===== src/hdl/rscr_pkg.sv =====
// rscr_pkg: constants, codes and carrier types for the strap-driven clock ratio selector
// assumes a single 50 MHz system clock and straps that settle during power-up reset
package rscr_pkg;

  // strap and divider field widths
  localparam int RSCR_PLAT_W = 4;
  localparam int RSCR_CORE_W = 5;
  localparam int RSCR_DIV_W = 8;

  // platform:reference multiplier codes
  localparam logic [3:0] RSCR_PLAT_X2 = 4'h2;
  localparam logic [3:0] RSCR_PLAT_X3 = 4'h3;
  localparam logic [3:0] RSCR_PLAT_X4 = 4'h4;
  localparam logic [3:0] RSCR_PLAT_X5 = 4'h5;
  localparam logic [3:0] RSCR_PLAT_X6 = 4'h6;
  localparam logic [3:0] RSCR_PLAT_X8 = 4'h8;
  localparam logic [3:0] RSCR_PLAT_X9 = 4'h9;

  // core:platform ratio codes, ratio held in half steps
  localparam logic [4:0] RSCR_CORE_2P0 = 5'h08;
  localparam logic [4:0] RSCR_CORE_2P5 = 5'h0C;
  localparam logic [4:0] RSCR_CORE_3P0 = 5'h10;
  localparam logic [4:0] RSCR_CORE_3P5 = 5'h1C;
  localparam logic [4:0] RSCR_CORE_4P0 = 5'h14;
  localparam logic [4:0] RSCR_CORE_4P5 = 5'h0E;

  // ratio values in half steps (2.0 = 4 half steps)
  localparam logic [3:0] RSCR_HALF_2P0 = 4'h4;
  localparam logic [3:0] RSCR_HALF_2P5 = 4'h5;
  localparam logic [3:0] RSCR_HALF_3P0 = 4'h6;
  localparam logic [3:0] RSCR_HALF_3P5 = 4'h7;
  localparam logic [3:0] RSCR_HALF_4P0 = 4'h8;
  localparam logic [3:0] RSCR_HALF_4P5 = 4'h9;

  // memory bus divides platform by this
  localparam logic [1:0] RSCR_MEM_DIV = 2'h2;

  // frequency limits in MHz
  localparam int RSCR_MEM_MIN_MHZ = 200;
  localparam int RSCR_MEM_MAX_MHZ = 300;
  localparam int RSCR_LB_MIN_MHZ = 25;
  localparam int RSCR_LB_MAX_MHZ = 133;
  localparam int RSCR_PLAT_MIN_MHZ = 400;
  localparam int RSCR_PLAT_GAP_MHZ = 500;

  // reset values
  localparam logic [7:0] RSCR_DIV_RST = 8'h04;
  localparam logic [1:0] RSCR_SYNC_RST = 2'h0;

  // decoded configuration carrier
  typedef struct packed {
    logic [3:0] plat_mult;
    logic [3:0] core_half;
    logic plat_err;
    logic core_err;
  } rscr_cfg_type;

  // sampling sequence states
  typedef enum logic [1:0] {
    RSCR_ST_WAIT,
    RSCR_ST_SETTLE,
    RSCR_ST_LOCKED
  } rscr_state_type;

endpackage


===== src/hdl/rscr_clkdiv.sv =====
// rscr_clkdiv: integer divider producing a registered divided-clock level
// assumes enable pulses are on the same clock; ratio below two acts as two
`timescale 1ns/100ps
module rscr_clkdiv
  import rscr_pkg::*;
#(
  parameter int W = 8
)(
  input wire logic clk_i,
  input wire logic rst_n_i,
  input wire logic ce_i,
  input wire logic tick_i,
  input wire logic run_i,
  input wire logic [W-1:0] ratio_i,
  output logic clk_o
);

  logic [W-1:0] cnt_reg; // ticks since last edge
  logic [W-1:0] half_lo; // low half of the ratio
  logic [W-1:0] half_hi; // high half, takes the odd tick
  logic [W-1:0] lim;

  // odd ratios keep the low half shorter by one tick
  always_comb
  begin
    lim = (ratio_i < W'(2)) ? W'(2) : ratio_i;
    half_lo = lim >> 1;
    half_hi = lim - half_lo;
  end

  // divider count and output toggle
  always_ff @(posedge clk_i or negedge rst_n_i)
  begin
    if (!rst_n_i)
    begin
      cnt_reg <= '0;
      clk_o <= 1'b0;
    end
    else if (ce_i)
    begin
      if (!run_i)
      begin
        cnt_reg <= '0;
        clk_o <= 1'b0;
      end
      else if (tick_i)
      begin
        if (cnt_reg + W'(1) >= (clk_o ? half_hi : half_lo))
        begin
          cnt_reg <= '0;
          clk_o <= ~clk_o;
        end
        else
          cnt_reg <= cnt_reg + W'(1);
      end
    end
  end

endmodule


===== src/hdl/rscr_top.sv =====
// rscr_top: samples ratio straps at power-up and derives memory and local bus clocks
// assumes straps held steady by the board through reset; one 50 MHz clock drives all
// Contract
// - platform multiplier decoded from four-bit strap
// - core ratio decoded from five-bit strap
// - memory bus clock is half platform
// - local bus clock is platform over divider, with divider values below two taken as two
`timescale 1ns/100ps
module rscr_top
  import rscr_pkg::*;
#(
  parameter int DIV_W = RSCR_DIV_W,
  parameter int SETTLE_CYC = 8
)(
  input wire logic sys_clk_i,
  input wire logic nrst_i,
  input wire logic ce_i,
  input wire logic [RSCR_PLAT_W-1:0] platform_ratio_straps_i,
  input wire logic [3:0] core_ratio_strap_upper_i,
  input wire logic core_ratio_strap_lsb_i,
  input wire logic platform_clk_i,
  input wire logic [DIV_W-1:0] local_bus_divider_field_i,
  output logic [3:0] plat_mult_o,
  output logic [3:0] core_half_o,
  output logic cfg_valid_o,
  output logic cfg_error_o,
  output logic mem_bus_clk_o,
  output logic [2:0] local_bus_clock_outputs_o
);

  // reset release synchroniser
  logic [1:0] rst_sync_reg;
  logic rst_n;

  always_ff @(posedge sys_clk_i or negedge nrst_i)
  begin
    if (!nrst_i)
      rst_sync_reg <= RSCR_SYNC_RST;
    else
      rst_sync_reg <= {rst_sync_reg[0], 1'b1};
  end

  assign rst_n = rst_sync_reg[1];

  // pin synchronisers: first stage read only by second
  logic [8:0] strap_s1_reg;
  logic [8:0] strap_s2_reg;
  logic plat_s1_reg;
  logic plat_s2_reg;
  logic plat_prev_reg; // edge detect on synced platform clock

  always_ff @(posedge sys_clk_i or negedge rst_n)
  begin
    if (!rst_n)
    begin
      strap_s1_reg <= '0;
      strap_s2_reg <= '0;
      plat_s1_reg <= 1'b0;
      plat_s2_reg <= 1'b0;
      plat_prev_reg <= 1'b0;
    end
    else if (ce_i)
    begin
      strap_s1_reg <= {platform_ratio_straps_i, core_ratio_strap_upper_i,
                       core_ratio_strap_lsb_i};
      strap_s2_reg <= strap_s1_reg;
      plat_s1_reg <= platform_clk_i;
      plat_s2_reg <= plat_s1_reg;
      plat_prev_reg <= plat_s2_reg;
    end
  end

  // platform multiplier decode, reserved codes flag error
  function automatic logic [4:0] plat_decode(input logic [3:0] code);
    logic [4:0] r;
    r = {4'h0, 1'b1};
    case (code)
      RSCR_PLAT_X2, RSCR_PLAT_X3, RSCR_PLAT_X4, RSCR_PLAT_X5,
      RSCR_PLAT_X6, RSCR_PLAT_X8, RSCR_PLAT_X9:
        r = {code, 1'b0};
      default:
        r = {4'h0, 1'b1};
    endcase
    return r;
  endfunction

  // core ratio decode into half steps
  function automatic logic [4:0] core_decode(input logic [4:0] code);
    logic [4:0] r;
    r = {4'h0, 1'b1};
    case (code)
      RSCR_CORE_2P0: r = {RSCR_HALF_2P0, 1'b0};
      RSCR_CORE_2P5: r = {RSCR_HALF_2P5, 1'b0};
      RSCR_CORE_3P0: r = {RSCR_HALF_3P0, 1'b0};
      RSCR_CORE_3P5: r = {RSCR_HALF_3P5, 1'b0};
      RSCR_CORE_4P0: r = {RSCR_HALF_4P0, 1'b0};
      RSCR_CORE_4P5: r = {RSCR_HALF_4P5, 1'b0};
      default: r = {4'h0, 1'b1};
    endcase
    return r;
  endfunction

  rscr_cfg_type cfg_now; // decode of current synced straps
  logic [4:0] plat_dec;
  logic [4:0] core_dec;

  // straps are not defaulted; a floating strap shows up as an error code
  always_comb
  begin
    plat_dec = plat_decode(strap_s2_reg[8:5]);
    core_dec = core_decode(strap_s2_reg[4:0]);
    cfg_now.plat_mult = plat_dec[4:1];
    cfg_now.core_half = core_dec[4:1];
    cfg_now.plat_err = plat_dec[0];
    cfg_now.core_err = core_dec[0];
  end

  // sampling sequence: let synchronisers fill, then latch once
  rscr_state_type state_reg;
  logic [7:0] settle_reg; // cycles spent settling

  always_ff @(posedge sys_clk_i or negedge rst_n)
  begin
    if (!rst_n)
    begin
      state_reg <= RSCR_ST_WAIT;
      settle_reg <= '0;
    end
    else if (ce_i)
    begin
      case (state_reg)
        RSCR_ST_WAIT:
          state_reg <= RSCR_ST_SETTLE;
        RSCR_ST_SETTLE:
          if (settle_reg == 8'(SETTLE_CYC - 1))
            state_reg <= RSCR_ST_LOCKED;
          else
            settle_reg <= settle_reg + 8'h01;
        RSCR_ST_LOCKED:
          state_reg <= RSCR_ST_LOCKED; // held until the next reset
        default:
          state_reg <= RSCR_ST_WAIT;
      endcase
    end
  end

  // latched configuration; changes on straps after lock are ignored
  always_ff @(posedge sys_clk_i or negedge rst_n)
  begin
    if (!rst_n)
    begin
      plat_mult_o <= 4'h0;
      core_half_o <= 4'h0;
      cfg_valid_o <= 1'b0;
      cfg_error_o <= 1'b0;
    end
    else if (ce_i && state_reg == RSCR_ST_SETTLE && settle_reg == 8'(SETTLE_CYC - 1))
    begin
      plat_mult_o <= cfg_now.plat_mult;
      core_half_o <= cfg_now.core_half;
      cfg_valid_o <= ~(cfg_now.plat_err | cfg_now.core_err);
      cfg_error_o <= cfg_now.plat_err | cfg_now.core_err;
    end
  end

  // clocks run only with a good configuration
  logic run;
  logic plat_tick; // one pulse per rising platform edge

  assign run = cfg_valid_o;
  assign plat_tick = plat_s2_reg & ~plat_prev_reg;

  // memory bus clock: fixed divide by two of platform
  logic mem_clk;

  rscr_clkdiv #(
    .W(2)
  ) u_mem_div (
    .clk_i(sys_clk_i),
    .rst_n_i(rst_n),
    .ce_i(ce_i),
    .tick_i(plat_tick),
    .run_i(run),
    .ratio_i(RSCR_MEM_DIV),
    .clk_o(mem_clk)
  );

  // local bus clock: platform over programmed divider, with values below two taken as two
  logic lb_clk;
  logic [DIV_W-1:0] div_reg; // divider taken only at sampled instants

  // divider is sampled each cycle; its source is same-clock logic
  always_ff @(posedge sys_clk_i or negedge rst_n)
  begin
    if (!rst_n)
      div_reg <= DIV_W'(RSCR_DIV_RST);
    else if (ce_i)
      div_reg <= local_bus_divider_field_i;
  end

  rscr_clkdiv #(
    .W(DIV_W)
  ) u_lb_div (
    .clk_i(sys_clk_i),
    .rst_n_i(rst_n),
    .ce_i(ce_i),
    .tick_i(plat_tick),
    .run_i(run),
    .ratio_i(div_reg),
    .clk_o(lb_clk)
  );

  // output copies, all three local bus pins in phase
  always_ff @(posedge sys_clk_i or negedge rst_n)
  begin
    if (!rst_n)
    begin
      mem_bus_clk_o <= 1'b0;
      local_bus_clock_outputs_o <= 3'h0;
    end
    else if (ce_i)
    begin
      mem_bus_clk_o <= mem_clk;
      local_bus_clock_outputs_o <= {3{lb_clk}};
    end
  end

endmodule

===== config.mk =====
export PLATFORM = sky130hd
export DESIGN_NAME = rscr_top
export DESIGN_NICKNAME = d
export VERILOG_FILES = /design/src/hdl/rscr_pkg.sv /design/src/hdl/rscr_clkdiv.sv /design/src/hdl/rscr_top.sv
export SDC_FILE = /design/constraint.sdc
export NUM_CORES = 1
export LEC_CHECK = 0
export BUFFER_PORTS_ARGS = -buffer_cell sky130_fd_sc_hd__clkbuf_2
export CAP_MARGIN = 20
export CORE_MARGIN = 2
export CORE_UTILIZATION = 30
export DETAILED_ROUTE_END_ITERATION = 6
export PLACE_DENSITY = 0.57
export SLEW_MARGIN = 30
export SYNTH_ARGS = -nofsm -noshare
export SYNTH_HDL_FRONTEND = slang
export SYNTH_HIERARCHICAL = 1
export SYNTH_SLANG_ARGS = --single-unit

===== constraint.sdc =====
create_clock -name sys_clk_i -period 2.4 [get_ports sys_clk_i]
set_clock_uncertainty 0.05 [all_clocks]
set_input_delay 0.48 -clock sys_clk_i [delete_from_list [all_inputs] [get_ports sys_clk_i]]
set_output_delay 0.48 -clock sys_clk_i [all_outputs]
set_load 0.01 [all_outputs]

# Word-level counts from Yosys, hierarchy flattened
# Index checks and enable logic that the tools add are counted.
[word_totals]
reg_bits = 65
out_inout_bits = 14
[op_classes]
add_sub_neg = 4
magnitude_cmp = 3
eq_ne = 20
mux = 18
n_bitwise = 7
n_reduce_logical = 9
[ops]
columns = ["op", "n"]
rows = [
  ["8-bit two-way mux", 5],
  ["5-bit case mux with 6 select lines", 1],
  ["8-bit by 1-bit adder with 8-bit output (second input constant)", 2],
  ["5-bit by 4-bit == test with 1-bit output (second input constant)", 3],
  ["5-bit == test (second input constant)", 3],
  ["4-bit by 3-bit == test with 1-bit output (second input constant)", 3],
  ["3-bit AND reduction", 3],
  ["4-bit by 2-bit == test with 1-bit output (second input constant)", 2],
  ["4-bit == test (second input constant)", 2],
  ["8-bit by 3-bit == test with 1-bit output (second input constant)", 1],
  ["8-bit greater-or-equal comparator", 1],
  ["8-bit by 2-bit less-than comparator with 1-bit output (second input constant)", 1],
  ["2-bit two-way mux", 4],
  ["8-bit by 7-bit subtractor with 8-bit output", 1],
  ["7-bit OR reduction", 1],
  ["1-bit two-way mux", 6],
  ["2-bit by 1-bit != test with 1-bit output (second input constant)", 3],
  ["2-bit case mux with 3 select lines", 1],
  ["5-bit two-way mux", 1],
  ["1-bit inverter", 5],
  ["2-bit AND reduction", 2],
  ["2-bit by 1-bit adder with 2-bit output (second input constant)", 1],
  ["2-bit by 1-bit == test with 1-bit output (second input constant)", 1],
  ["2-bit == test (second input constant)", 1],
  ["6 further kinds", 7],
]

# Logic depth before layout (Yosys ltp)
# Gate-level depths: netlist of the first run.
[depth]
depth_word = 8
depth_mapped = 18
depth_no_buf = 18

# Hierarchy
# Netlist of the first run, hierarchy kept.
[by_module_without_submodules]
columns = ["module", "instances", "cells_each", "area_each_um2", "seq_area_each_um2"]
rows = [
  ["rscr_top", 1, 175, 2242.2, 1327.5],
  ["rscr_clkdiv at u_lb_div", 1, 147, 1161.1, 225.2],
  ["rscr_clkdiv at u_mem_div", 1, 24, 210.2, 75.1],
]

# Worst setup path before layout of the first run
# Ideal clock, no wire load.
[synth_path]
kind = "reg2reg"
start = "register div_reg[6]"
end = "register u_lb_div.clk_o"
setup_ns = 0.125
t_arrival_ns = 3.424
setup_slack_ns = -1.199
stages_incl_launch_ff = 18
path_buffers = 0
period_less_slack_ns = 3.599
path_cell_list = "dfrtp_1 inv_1 ha_1 nor4b_2 nand3_1 nand2b_1 ha_1 fa_1 nor2b_4 o31a_1 o21ai_1 mux2i_1 a311oi_2 ha_1 a21o_1 a211o_1 o21ai_2 mux2_2"
[synth_via]
elab_chain_cells = 7
[synth_rtl]
columns = ["element", "line", "text"]
rows = [
  ["from (decl)", "rscr_top.sv:190", "logic [DIV_W-1:0] div_reg;"],
  ["from (signal assigned)", "rscr_top.sv:196", "div_reg <= DIV_W'(RSCR_DIV_RST);"],
  ["from (signal assigned)", "rscr_top.sv:198", "div_reg <= local_bus_divider_field_i;"],
  ["8-bit by 2-bit less-than comparator with 1-bit output", "rscr_clkdiv.sv:26", "lim = (ratio_i < W'(2)) ? W'(2) : ratio_i;"],
  ["8-bit two-way mux (*)", "rscr_clkdiv.sv:26", ""],
  ["8-bit by 7-bit subtractor with 8-bit output", "rscr_clkdiv.sv:28", "half_hi = lim - half_lo;"],
  ["8-bit two-way mux (*)", "rscr_clkdiv.sv:48", "if (cnt_reg + W'(1) >= (clk_o ? half_hi : half_lo))"],
  ["8-bit greater-or-equal comparator (*)", "rscr_clkdiv.sv:48", ""],
  ["2-bit by 1-bit != test with 1-bit output (no line) (*)", "-", ""],
  ["3-bit AND reduction (no line) (*)", "-", ""],
  ["to (signal assigned)", "rscr_clkdiv.sv:51", "clk_o <= ~clk_o;"],
  ["to (decl)", "rscr_clkdiv.sv:15", "output logic clk_o"],
]
# Mark *: on every way between the ends. The rest lies on a longest branch, timed or not.
# A chain may end at the register's enable or synchronous reset.

# Worst setup path after layout of the first run
[layout_path]
start = "register div_reg[7]"
end = "register u_lb_div.clk_o"
# Same word-level chain as after synthesis.

==> key figures, run 1 <==
Logic synthesis
  – Yosys top cell area share: ~44%
  – Async SR Flop Fraction: between 90% and 100%
  – Synth warn: 6
  – Syn avg cell area: around 10 sq um
  – Top_reg_cell synth: dfrtp_1
  – EDFF count, synth: 0
  – Post-synthesis sequential area ratio: between 40% and 50%
  – Synth unique cells: between 50 and 60
  – Yosys top cell by area: dfrtp_1
  – Top cells by area, synth: dfrtp_1, mux2_2, ha_1
  – Most common cell in the netlist: dfrtp_1
  – Seq cells post-synth: 65
  – Mapped Area: ~0.0036 sq mm
  – Cells after synthesis: about 350
  – Post-synth top cells: dfrtp_1, nand2_1, mux2_2, ha_1, inv_1

Global routing
  – GR Layer Usage met3: ~3.5%
  – Pin count of the biggest net entering global routing: 39
  – GR Util met2: between 20% and 30%
  – Busiest grt layer: met2
  – Grt met1 use: between 10% and 20%
  – Gr usage total: around an eighth
  – Grt ovf: 0
  – Initial antenna violation count: 0
  – First-pass GRT wire length: between 10 and 15 mm
  – Number of global-route vias before repair: approximately 2,900

Worst setup path
  – CP Data Required Time: roughly 2.6 ns
  – Arrival time at the worst endpoint: between 3 and 4 ns
  – Critical Path Sink Type: flop
  – CP max FO: 3
  – Setup CP Type: reg -> reg
  – Reg2reg setup slack: -1.15 ns
  – Kind of start point of the critical path: flop

Timing
  – Final setup margin: -1.146 ns
  – Final hold vios: 0
  – Maximum clock rate: 282.0 MHz
  – Max Slew Vio Count: 0
  – Worst-Margin Slew: around 0.63 ns
  – Min Clock Period, post-route: about 3.5 ns
  – # setup viols final: 9
  – RSZ-0062 raised after global routing: true
  – Slew margin rel.: between 50% and 60%
  – Period utilization: 147.7%

CTS
  – H-tree Lvls: 3
  – Clk Latency, worst-skew pair: about 0.33 ns
  – Clock Sinks: 65
  – CTS tree: done
  – CTS max path bufs: 2
  – CTS Buf Count: 9
  – Root Driver: clkbuf_16
  – Worst-path clk slew: 0.06 ns

Job
  – Max cap viols: 0

Floorplan
  – Cell row count: 40
  – Starting Density: 30.46%
  – Die Y-Extent: between 100 and 150 um
  – DIE AREA: around 0.013 sq mm
  – Die width: between 100 and 150 um
  – I/O Pins: 35
  – Core Box Area: between 0.01 and 0.015 sq mm

Routing
  – DRC: 0
  – 1st-iter DRT viols: 100
  – Routed Antenna Nets: 0
  – Routed len/inst: between 10 and 15 um
  – Drt first pass iters: 4
  – Post-Route WL: 7.334 mm
  – Drt via density: 4.797
  – DR vias: ~2,700

Power and ir drop
  – Overall power: between 3 and 4 mW
  – Leakage: about 2.1 nW
  – Worst IR Drop VDD: 390.9 uV
  – PwrDens: about 760 mW/mm^2

Status
  – Status: complete, but fails checks
  – Failing checks: setup timing

Cells and area
  – Final cell count without fillers: between 500 and 600
  – Final nets: about 460
  – Layout cells sized above 1: ~37%
  – N_diodes: 0
  – Area grow syn2layout: 28.50%

Placement
  – Gpl congestion: approximately 0.77
  – Inst Count DP: between 500 and 600
  – Port bufs: 34
  – Post-DP HPWL: approximately 5.4 mm

Worst hold path
  – Path category of the worst min-delay check: reg -> async
==> worst max-delay path, cell delays in order (launching register included) <==
cell and delay (ns):
dfrtp_1 0.39, inv_2 0.08, ha_4 0.12, nor4b_4 0.20
nand3_2 0.15, nand2_1 0.11, ha_2 0.20, fa_2 0.23
nor2b_4 0.05, o31a_1 0.26, o21ai_2 0.13, mux2i_1 0.22
a311oi_2 0.05, ha_1 0.30, a21o_1 0.16, a211o_1 0.29
o21ai_2 0.14, mux2_4 0.30
==> report_power, final <==
group	switching (mW)	internal, mW
Sequential	0.141	1.25
Clock	0.510	0.812
Combinational	0.383	0.424
Total	1.03	2.48
==> repair_timing <==
action                                  in CTS  in global routing
buffers inserted                             3                  3
hold buffers                                 1                  0
resized for setup                           17                  6
endpoints found under the setup margin       9                  9
pin swaps                                    8                  4
endpoints found under the hold margin        2                  0
==> final timing paths <==
kind                                 start         endpoint  depth (start not counted)
hold / removal             rst_sync_reg[1]     state_reg[1]                          0
setup reg to reg                div_reg[7]   u_lb_div/clk_o                         17
max in group asynchronous  rst_sync_reg[1]    settle_reg[6]                          1
setup / recovery                div_reg[7]   u_lb_div/clk_o                         17
min in group sys_clk_i     rst_sync_reg[0]  rst_sync_reg[1]                          0
hold reg to reg            rst_sync_reg[1]     state_reg[1]                          0
==> area by class of cell <==
cell class | count | area (sq um)
sequential | 65 | 1629
timing repair buffer | 77 | 515.5
multi-input combinational | 245 | 1924
tap | 147 | 183.9
clock buffer | 9 | 225.2
fill | 1151 | 7218
inverter | 22 | 87.58
clock inverter | 7 | 77.57
==> logic make-up (layout without fill, tap and decap cells) <==
| kind of cell | after synthesis | count (layout) | share of synthesized area [%] |
|---|---|---|---|
| AO/OA/AOI/OAI | 68 | 68 | 12.78 |
| adder cells (fa/ha/maj) | 23 | 23 | 8.172 |
| buffers and inverters | 37 | 115 | 4.397 |
| flip-flops | 65 | 65 | 45.05 |
| AND/OR/NAND/NOR | 100 | 100 | 14.72 |
| other | 2 | 3 | 0.2078 |
| multiplexers | 34 | 34 | 10.56 |
| XOR/XNOR | 17 | 17 | 4.120 |
==> metal layers <==
| layer | vias up | wire [um] |
|---|---|---|
| met5 | - | 0 |
| met4 | 0 | 97 |
| met3 | 9 | 205 |
| met2 | 34 | 3630 |
| met1 | 1339 | 3400 |
| li1 | 1362 | - |
==> cell usage in the layout (no fill, tap or decap), types with 2 or more instances in the layout <==
cell type,instances
a211oi_1,2
a21oi_1,8
a21oi_2,2
a31oi_1,3
and3_1,5
buf_4,39
buf_6,2
clkbuf_16,9
clkbuf_2,34
clkinv_4,2
conb_1,3
dfrtp_1,63
ha_1,19
ha_4,2
inv_1,18
inv_2,3
inv_6,3
mux2_2,32
nand2_1,40
nand2b_1,6
nand3_1,10
nand3b_1,2
nand4_1,4
nor2_1,9
nor2b_1,4
nor3_1,3
o211ai_1,3
o21a_1,4
o21ai_0,14
o21ai_1,7
o21ai_2,6
o21bai_1,2
o41ai_1,3
or3_1,4
xnor2_1,12
xor2_1,5
==> metrics by stage <==
step                hold slack (ns)  cell area, sq um  utilization (%)  setup TNS (ns)  setup WS [ns]
floorplan                    0.1344              3628                -          -8.458         -1.086
global placement             0.2190              4190            35.33          -10.19         -1.136
detailed placement           0.2188              4190            35.33          -10.59         -1.194
CTS                          0.2684              4591            38.70          -9.660         -1.151
global route                 0.3063              4643            39.15          -11.42         -1.343
finish                       0.2429              4643            39.15          -9.646         -1.146
Note: power is estimated with default switching activity, not from simulation.
==> run 2: changes to the inputs <==
- CELL_PAD_IN_SITES_DETAIL_PLACEMENT: unset -> 1
- CELL_PAD_IN_SITES_GLOBAL_PLACEMENT: unset -> 2
- PLACE_DENSITY: 0.57 -> 0.75
==> run 2 against run 1 <==
  * Largest cell class unchanged
  * Count of clock-buffer cells in the layout grew 2
  * Global-route usage grew 1.2 points
  * First-iteration DRC count grew 24%
  * Wire length grew 10%
  * Combinational power grew 2%
  * Critical path depth is the same
  * Die area is the same
  * The flow still finishes with violations (setup timing)
==> key figures, run 2 (synthesized netlist as in run 1, its figures left out) <==
Status
  – Status: complete, but fails checks
  – Failing checks: setup timing

Cells and area
  – Final Core Density: between 30% and 40%
  – Layout Cell Area excl Fill: approximately 0.0046 sq mm
  – N_diodes: 0
  – Multi-input logic area: about 0.0019 sq mm
  – Fillcell total: approximately 1,300
  – Area grow syn2layout: 28.15%
  – Reg area: roughly 0.0016 sq mm
  – Commonest cells after routing, fill and taps aside: dfrtp_1, nand2_1, buf_4
  – Final nets: around 460
  – Layout cells sized above 1: between 30% and 40%
  – Most common cell after layout, fill and taps aside: dfrtp_1

Timing
  – Final setup margin: -1.168 ns
  – Max Slew Vio Count: 0
  – Min Clock Period, post-route: 3.568 ns
  – Maximum clock rate: approximately 280 MHz
  – Slew margin rel.: roughly three fifths
  – # setup viols final: 9
  – Final hold vios: 0
  – Worst-Margin Slew: between 0.6 and 0.7 ns
  – RSZ-0062 raised after global routing: true
  – Total negative slack: -9.752 ns
  – Period utilization: 148.7%

CTS
  – CTS max path bufs: 2
  – CTS tree: done
  – Root Driver: clkbuf_16
  – Clk Latency, worst-skew pair: ~0.33 ns
  – Clock Sinks: 65
  – Worst-path clk slew: ~0.05 ns
  – CTS Buf Count: 9
  – H-tree Lvls: 3

Floorplan
  – Die width: between 100 and 150 um
  – Die Y-Extent: 113.8 um
  – Starting Density: 30.46%
  – I/O Pins: 35
  – Cell row count: 40
  – DIE AREA: approximately 0.013 sq mm
  – Core Box Area: 0.01186 sq mm

Global routing
  – Initial antenna violation count: 0
  – Grt ovf: 0
  – First-pass GRT wire length: ~14 mm
  – Pin count of the biggest net entering global routing: 30
  – Number of global-route vias before repair: between 2,000 and 3,000
  – Gr usage total: approximately 14%

Worst setup path
  – Crit-path slowest cell: dfrtp_1
  – Critical Path Sink Type: flop
  – CP max FO: 3
  – Kind of start point of the critical path: flop
  – Setup CP Type: reg -> reg
  – Arrival time at the worst endpoint: ~3.7 ns
  – Reg-to-reg critical path endpoint: u_lb_div/clk_o
  – CP Data Required Time: ~2.6 ns
  – Worst R2R Path Depth: 17
  – CP Cell Sequence: inv_2 > ha_4 > nor4b_4 > nand3_2 > nand2b_4 > buf_4 > ha_1 > nand2b_1 > a21oi_2 > o21a_1 > or3_1 > a31oi_1 > ha_1 > and3_1 > and3_1 > o21ai_2 > mux2_4
  – CP max stage delay: 0.38 ns
  – Reg-to-Reg Start: div_reg[7]
  – Reg2reg setup slack: -1.17 ns

Job
  – Max cap viols: 0

Routing
  – Routed len/inst: 14.18 um
  – DRC: 0
  – Post-Route WL: between 8 and 9 mm
  – Drt via density: between 4 and 5
  – DR vias: 2,750
  – 1st-iter DRT viols: about 120
  – Max Used Layer: met4
  – Routed wl met3: 160 um
  – Drt first pass iters: 4
  – Metal2 WL: around 3.7 mm
  – Routed Antenna Nets: 0
  – Routed metal-1 wire length: ~4 mm

Placement
  – Gpl congestion: about 0.76
  – Port bufs: 34
  – Post-place setup slack: -1.278 ns
  – DP Area: 0.004193 sq mm
  – Post-DP HPWL: roughly 6.2 mm

Worst hold path
  – Path category of the worst min-delay check: reg -> async

Power and ir drop
  – Worst IR Drop VDD: 375.1 uV
  – Overall power: 3.518 mW
  – Leakage: between 2 and 2.5 nW
  – PwrDens: 759.7 mW/mm^2
## run 2: cell count changes in the layout (fill, tap and decap cells not counted), sizes merged
cell / before / now
clkbuf: 43 / 45
inv: 24 / 22
clkinv: 3 / 1
clkinvlp: 1 / 2
buf: 42 / 41
## run 2: cell type report
| cell class | count | share of cell area, % |
|---|---|---|
| Timing Repair Buffer | 76 | 10.62 |
| Sequential cell | 65 | 35.18 |
| Tap cell | 147 | 3.972 |
| Inverter | 22 | 1.945 |
| Clock buffer | 11 | 5.242 |
| Clock inverter | 4 | 1.162 |
| Multi-Input combinational cell | 245 | 41.88 |
## run 2: power by group
group | leakage [nW] | internal (mW) | switching, mW
Clock | 0.138 | 0.828 | 0.474
Sequential | 0.820 | 1.25 | 0.146
Combinational | 1.18 | 0.426 | 0.398
Total | 2.13 | 2.50 | 1.02
## run 2: how the worst max path moves through the flow
| stage | startpoint | end | slack, ns |
|---|---|---|---|
| 6_report | div_reg[7] | u_lb_div/clk_o | -1.17 |
| 5_1_grt | div_reg[7] | u_lb_div/cnt_reg[5] | -1.42 |
| 4_1_cts | div_reg[7] | u_lb_div/clk_o | -1.19 |
| 3_5_place_dp | div_reg[7] | u_lb_div/clk_o | -1.28 |
| 3_3_place_gp | div_reg[7] | u_lb_div/clk_o | -1.20 |
| 2_1_floorplan | div_reg[6] | u_lb_div/clk_o | -1.09 |
## run 2: per-stage QoR
stage,hold slack [ns],cells
CTS,0.2719,569
global placement,0.2178,551
floorplan,0.1344,347
detailed placement,0.2232,551
finish,0.2396,570
global route,0.2981,570
## run 2: worst max-delay path, delay by kind of cell (launching register included)
family / cells / cell delay [ns]
simple gates: 7 / 1.26
fa+ha+maj: 3 / 0.61
flops: 1 / 0.38
compound gates: 4 / 0.64
mux: 1 / 0.30
buf+inv: 2 / 0.20
## run 2: layer usage
metal  vias up  track usage (%)
li1       1355                -
met1      1360            18.78
met2        25            22.28
met3        10            2.338
met4         0            6.341
met5         -                0
## run 2: repair_timing
item / in CTS / in global routing
hold buffers: 1 / 0
hold endpoints to repair: 2 / 0
resized for setup: 17 / 9
pin swaps: 11 / 8
buffers inserted: 2 / 1
cloned: 0 / 0
setup endpoints to repair: 9 / 9
==> run 3: changes to the inputs <==
- CORE_ASPECT_RATIO: unset -> 1.4
- SKIP_LAST_GASP: unset -> 1
- clock period: 2.4 -> 4.55 ns (I/O delays scaled with it)
==> run 3 against run 2 <==
  * The flow now finishes without violations
  * Clock power fell by 36%
  * Via count fell by 5.2%
  * Global-route usage fell by 0.84 points
  * Count of clock-buffer cells in the layout rose by 1
  * Critical endpoint unchanged
  * Largest cell class unchanged
  * Largest power group is now the clock network
==> key figures, run 3 (synthesized netlist as in run 1, its figures left out) <==
Cells and area
  – Final Core Density: a little over a third
  – Reg area: 0.001629 sq mm
  – Area grow syn2layout: 18.32%
  – Most common cell after layout, fill and taps aside: dfrtp_1
  – Layout cells sized above 1: between 20% and 30%
  – Fillcell total: 1,360
  – Final nets: between 400 and 500
  – N_diodes: 0
  – Multi-input logic area: roughly 0.0018 sq mm
  – Commonest cells after routing, fill and taps aside: dfrtp_1, nand2_1, clkbuf_2
  – Final cell count without fillers: about 530

Routing
  – Routed len/inst: approximately 15 um
  – Post-Route WL: roughly 7.8 mm
  – Drt first pass iters: 4
  – 1st-iter DRT viols: 48
  – Drt via density: between 4 and 5
  – DR vias: around 2,600
  – DRC: 0
  – Routed Antenna Nets: 0

Placement
  – Port bufs: 34
  – Post-DP HPWL: roughly 5.7 mm
  – Inst Count DP: ~520
  – Gpl congestion: between 0.7 and 0.8

CTS
  – CTS max path bufs: 2
  – Root Driver: clkbuf_16
  – Postcts setup bufs: 0
  – Post-cts sizing count: 0
  – Worst-path clk slew: ~0.050 ns
  – Clock Sinks: between 60 and 70
  – Hold-fix buffers, CTS: 0
  – CTS tree: done
  – H-tree Lvls: 3
  – Clk Latency, worst-skew pair: 0.32 ns
  – CTS Buf Count: 9

Worst setup path
  – CP bufs+invs: 1
  – Crit-path slowest cell: fa_1
  – Reg-to-reg critical path endpoint: u_lb_div/clk_o
  – CP max FO: 4
  – Critical Path Sink Type: flop
  – Reg2reg setup slack: 0.65 ns
  – CP max stage delay: 0.42 ns
  – Kind of start point of the critical path: flop
  – Critical Path Stages: 17
  – Critical path's top delay family: adder cells
  – CP Cell Sequence: inv_1 > ha_1 > nor4b_2 > nand3_1 > nand2b_1 > ha_1 > fa_1 > nor2b_4 > o31a_1 > o21ai_1 > mux2i_1 > a311oi_2 > ha_1 > a21o_1 > a211o_1 > o21ai_2 > mux2_2
  – Reg-to-Reg Start: div_reg[6]
  – Arrival time at the worst endpoint: approximately 4.1 ns
  – Worst R2R Path Depth: 17
  – CP Data Required Time: approximately 4.7 ns
  – Setup CP Type: reg -> reg
  – CP most frequent cell: ha_1

Floorplan
  – Cell row count: between 40 and 50
  – Starting Density: slightly above 30%
  – Die width: 96.76 um
  – Die Y-Extent: between 100 and 150 um
  – DIE AREA: ~0.013 sq mm
  – Core Box Area: 0.01176 sq mm
  – I/O Pins: 35

Power and ir drop
  – PwrDens: between 400 and 500 mW/mm^2
  – Overall power: 1.926 mW
  – Leakage: 1.946 nW
  – Worst IR Drop VDD: between 200 and 250 uV

Global routing
  – Number of global-route vias before repair: between 2,000 and 3,000
  – Initial antenna violation count: 0
  – Grt ovf: 0
  – Gr usage total: between 10% and 20%
  – First-pass GRT wire length: approximately 14 mm
  – Pin count of the biggest net entering global routing: between 60 and 70

Worst hold path
  – Path category of the worst min-delay check: reg -> reg
  – Hold path depth: 0
  – Hold endpoint: rst_sync_reg[1]
  – Hold_sp: rst_sync_reg[0]

Timing
  – # setup viols final: 0
  – RSZ-0062 raised after global routing: false
  – Slew margin rel.: between 40 and 50%
  – Max Slew Vio Count: 0
  – Maximum clock rate: 256.5 MHz
  – Period utilization: between 80 and 90%
  – Min Clock Period, post-route: 3.899 ns
  – Final hold vios: 0
  – Worst-Margin Slew: just over 0.8 ns
  – Total negative slack: 0 ns

Status
  – Status: complete, no violations

Job
  – Max cap viols: 0
run 3: changes by cell type in the layout (fill, tap and decap cells not counted), sizes merged:
cell / change
bufinv: +2
buf: -39
clkinv: -1
clkbuf: +1
clkinvlp: -1
dlygate4sd3: -1
run 3: layout make-up:
class / count / area share [%]
Timing Repair Buffer: 36 / 4.331
Multi-Input combinational cell: 245 / 42.82
Clock buffer: 12 / 6.234
Tap cell: 147 / 4.302
Inverter: 22 / 1.932
Sequential cell: 65 / 38.10
Clock inverter: 4 / 2.283
run 3: where the power goes:
group          total, mW  switching (mW)  leakage [nW]  internal (mW)
clock network      0.830           0.250         0.175          0.580
logic              0.360           0.187         0.951          0.172
registers          0.736          0.0787         0.820          0.657
total               1.93           0.516          1.95           1.41
run 3: stage by stage:
| step | hold slack, ns | setup WS, ns | area, sq um |
|---|---|---|---|
| after floorplan | 0.2812 | 0.9509 | 3617 |
| after global placement | 0.2896 | 0.8107 | 3911 |
| after detailed placement | 0.2943 | 0.6486 | 3911 |
| after CTS | 0.2967 | 0.6142 | 4275 |
| after global routing | 0.2963 | 0.4217 | 4275 |
| final | 0.3030 | 0.6511 | 4275 |
run 3: layer usage:
metal / wire, um / vias up / share of wire, % / track usage (%)
met4: 104 / 0 / 1.3 / 5.947
met1: 3364 / 1289 / 43 / 15.13
li1: - / 1277 / - / -
met3: 222 / 8 / 2.9 / 2.084
met2: 4079 / 33 / 52 / 23.92
met5: 0 / - / 0 / 0
run 3: worst max-delay path by stage:
stage | start | endpoint
finish | div_reg[6] | u_lb_div/clk_o
global route | div_reg[7] | u_lb_div/clk_o
CTS | div_reg[7] | u_lb_div/clk_o
detailed placement | div_reg[7] | u_lb_div/clk_o
global placement | div_reg[6] | u_lb_div/clk_o
floorplan | div_reg[6] | u_lb_div/clk_o
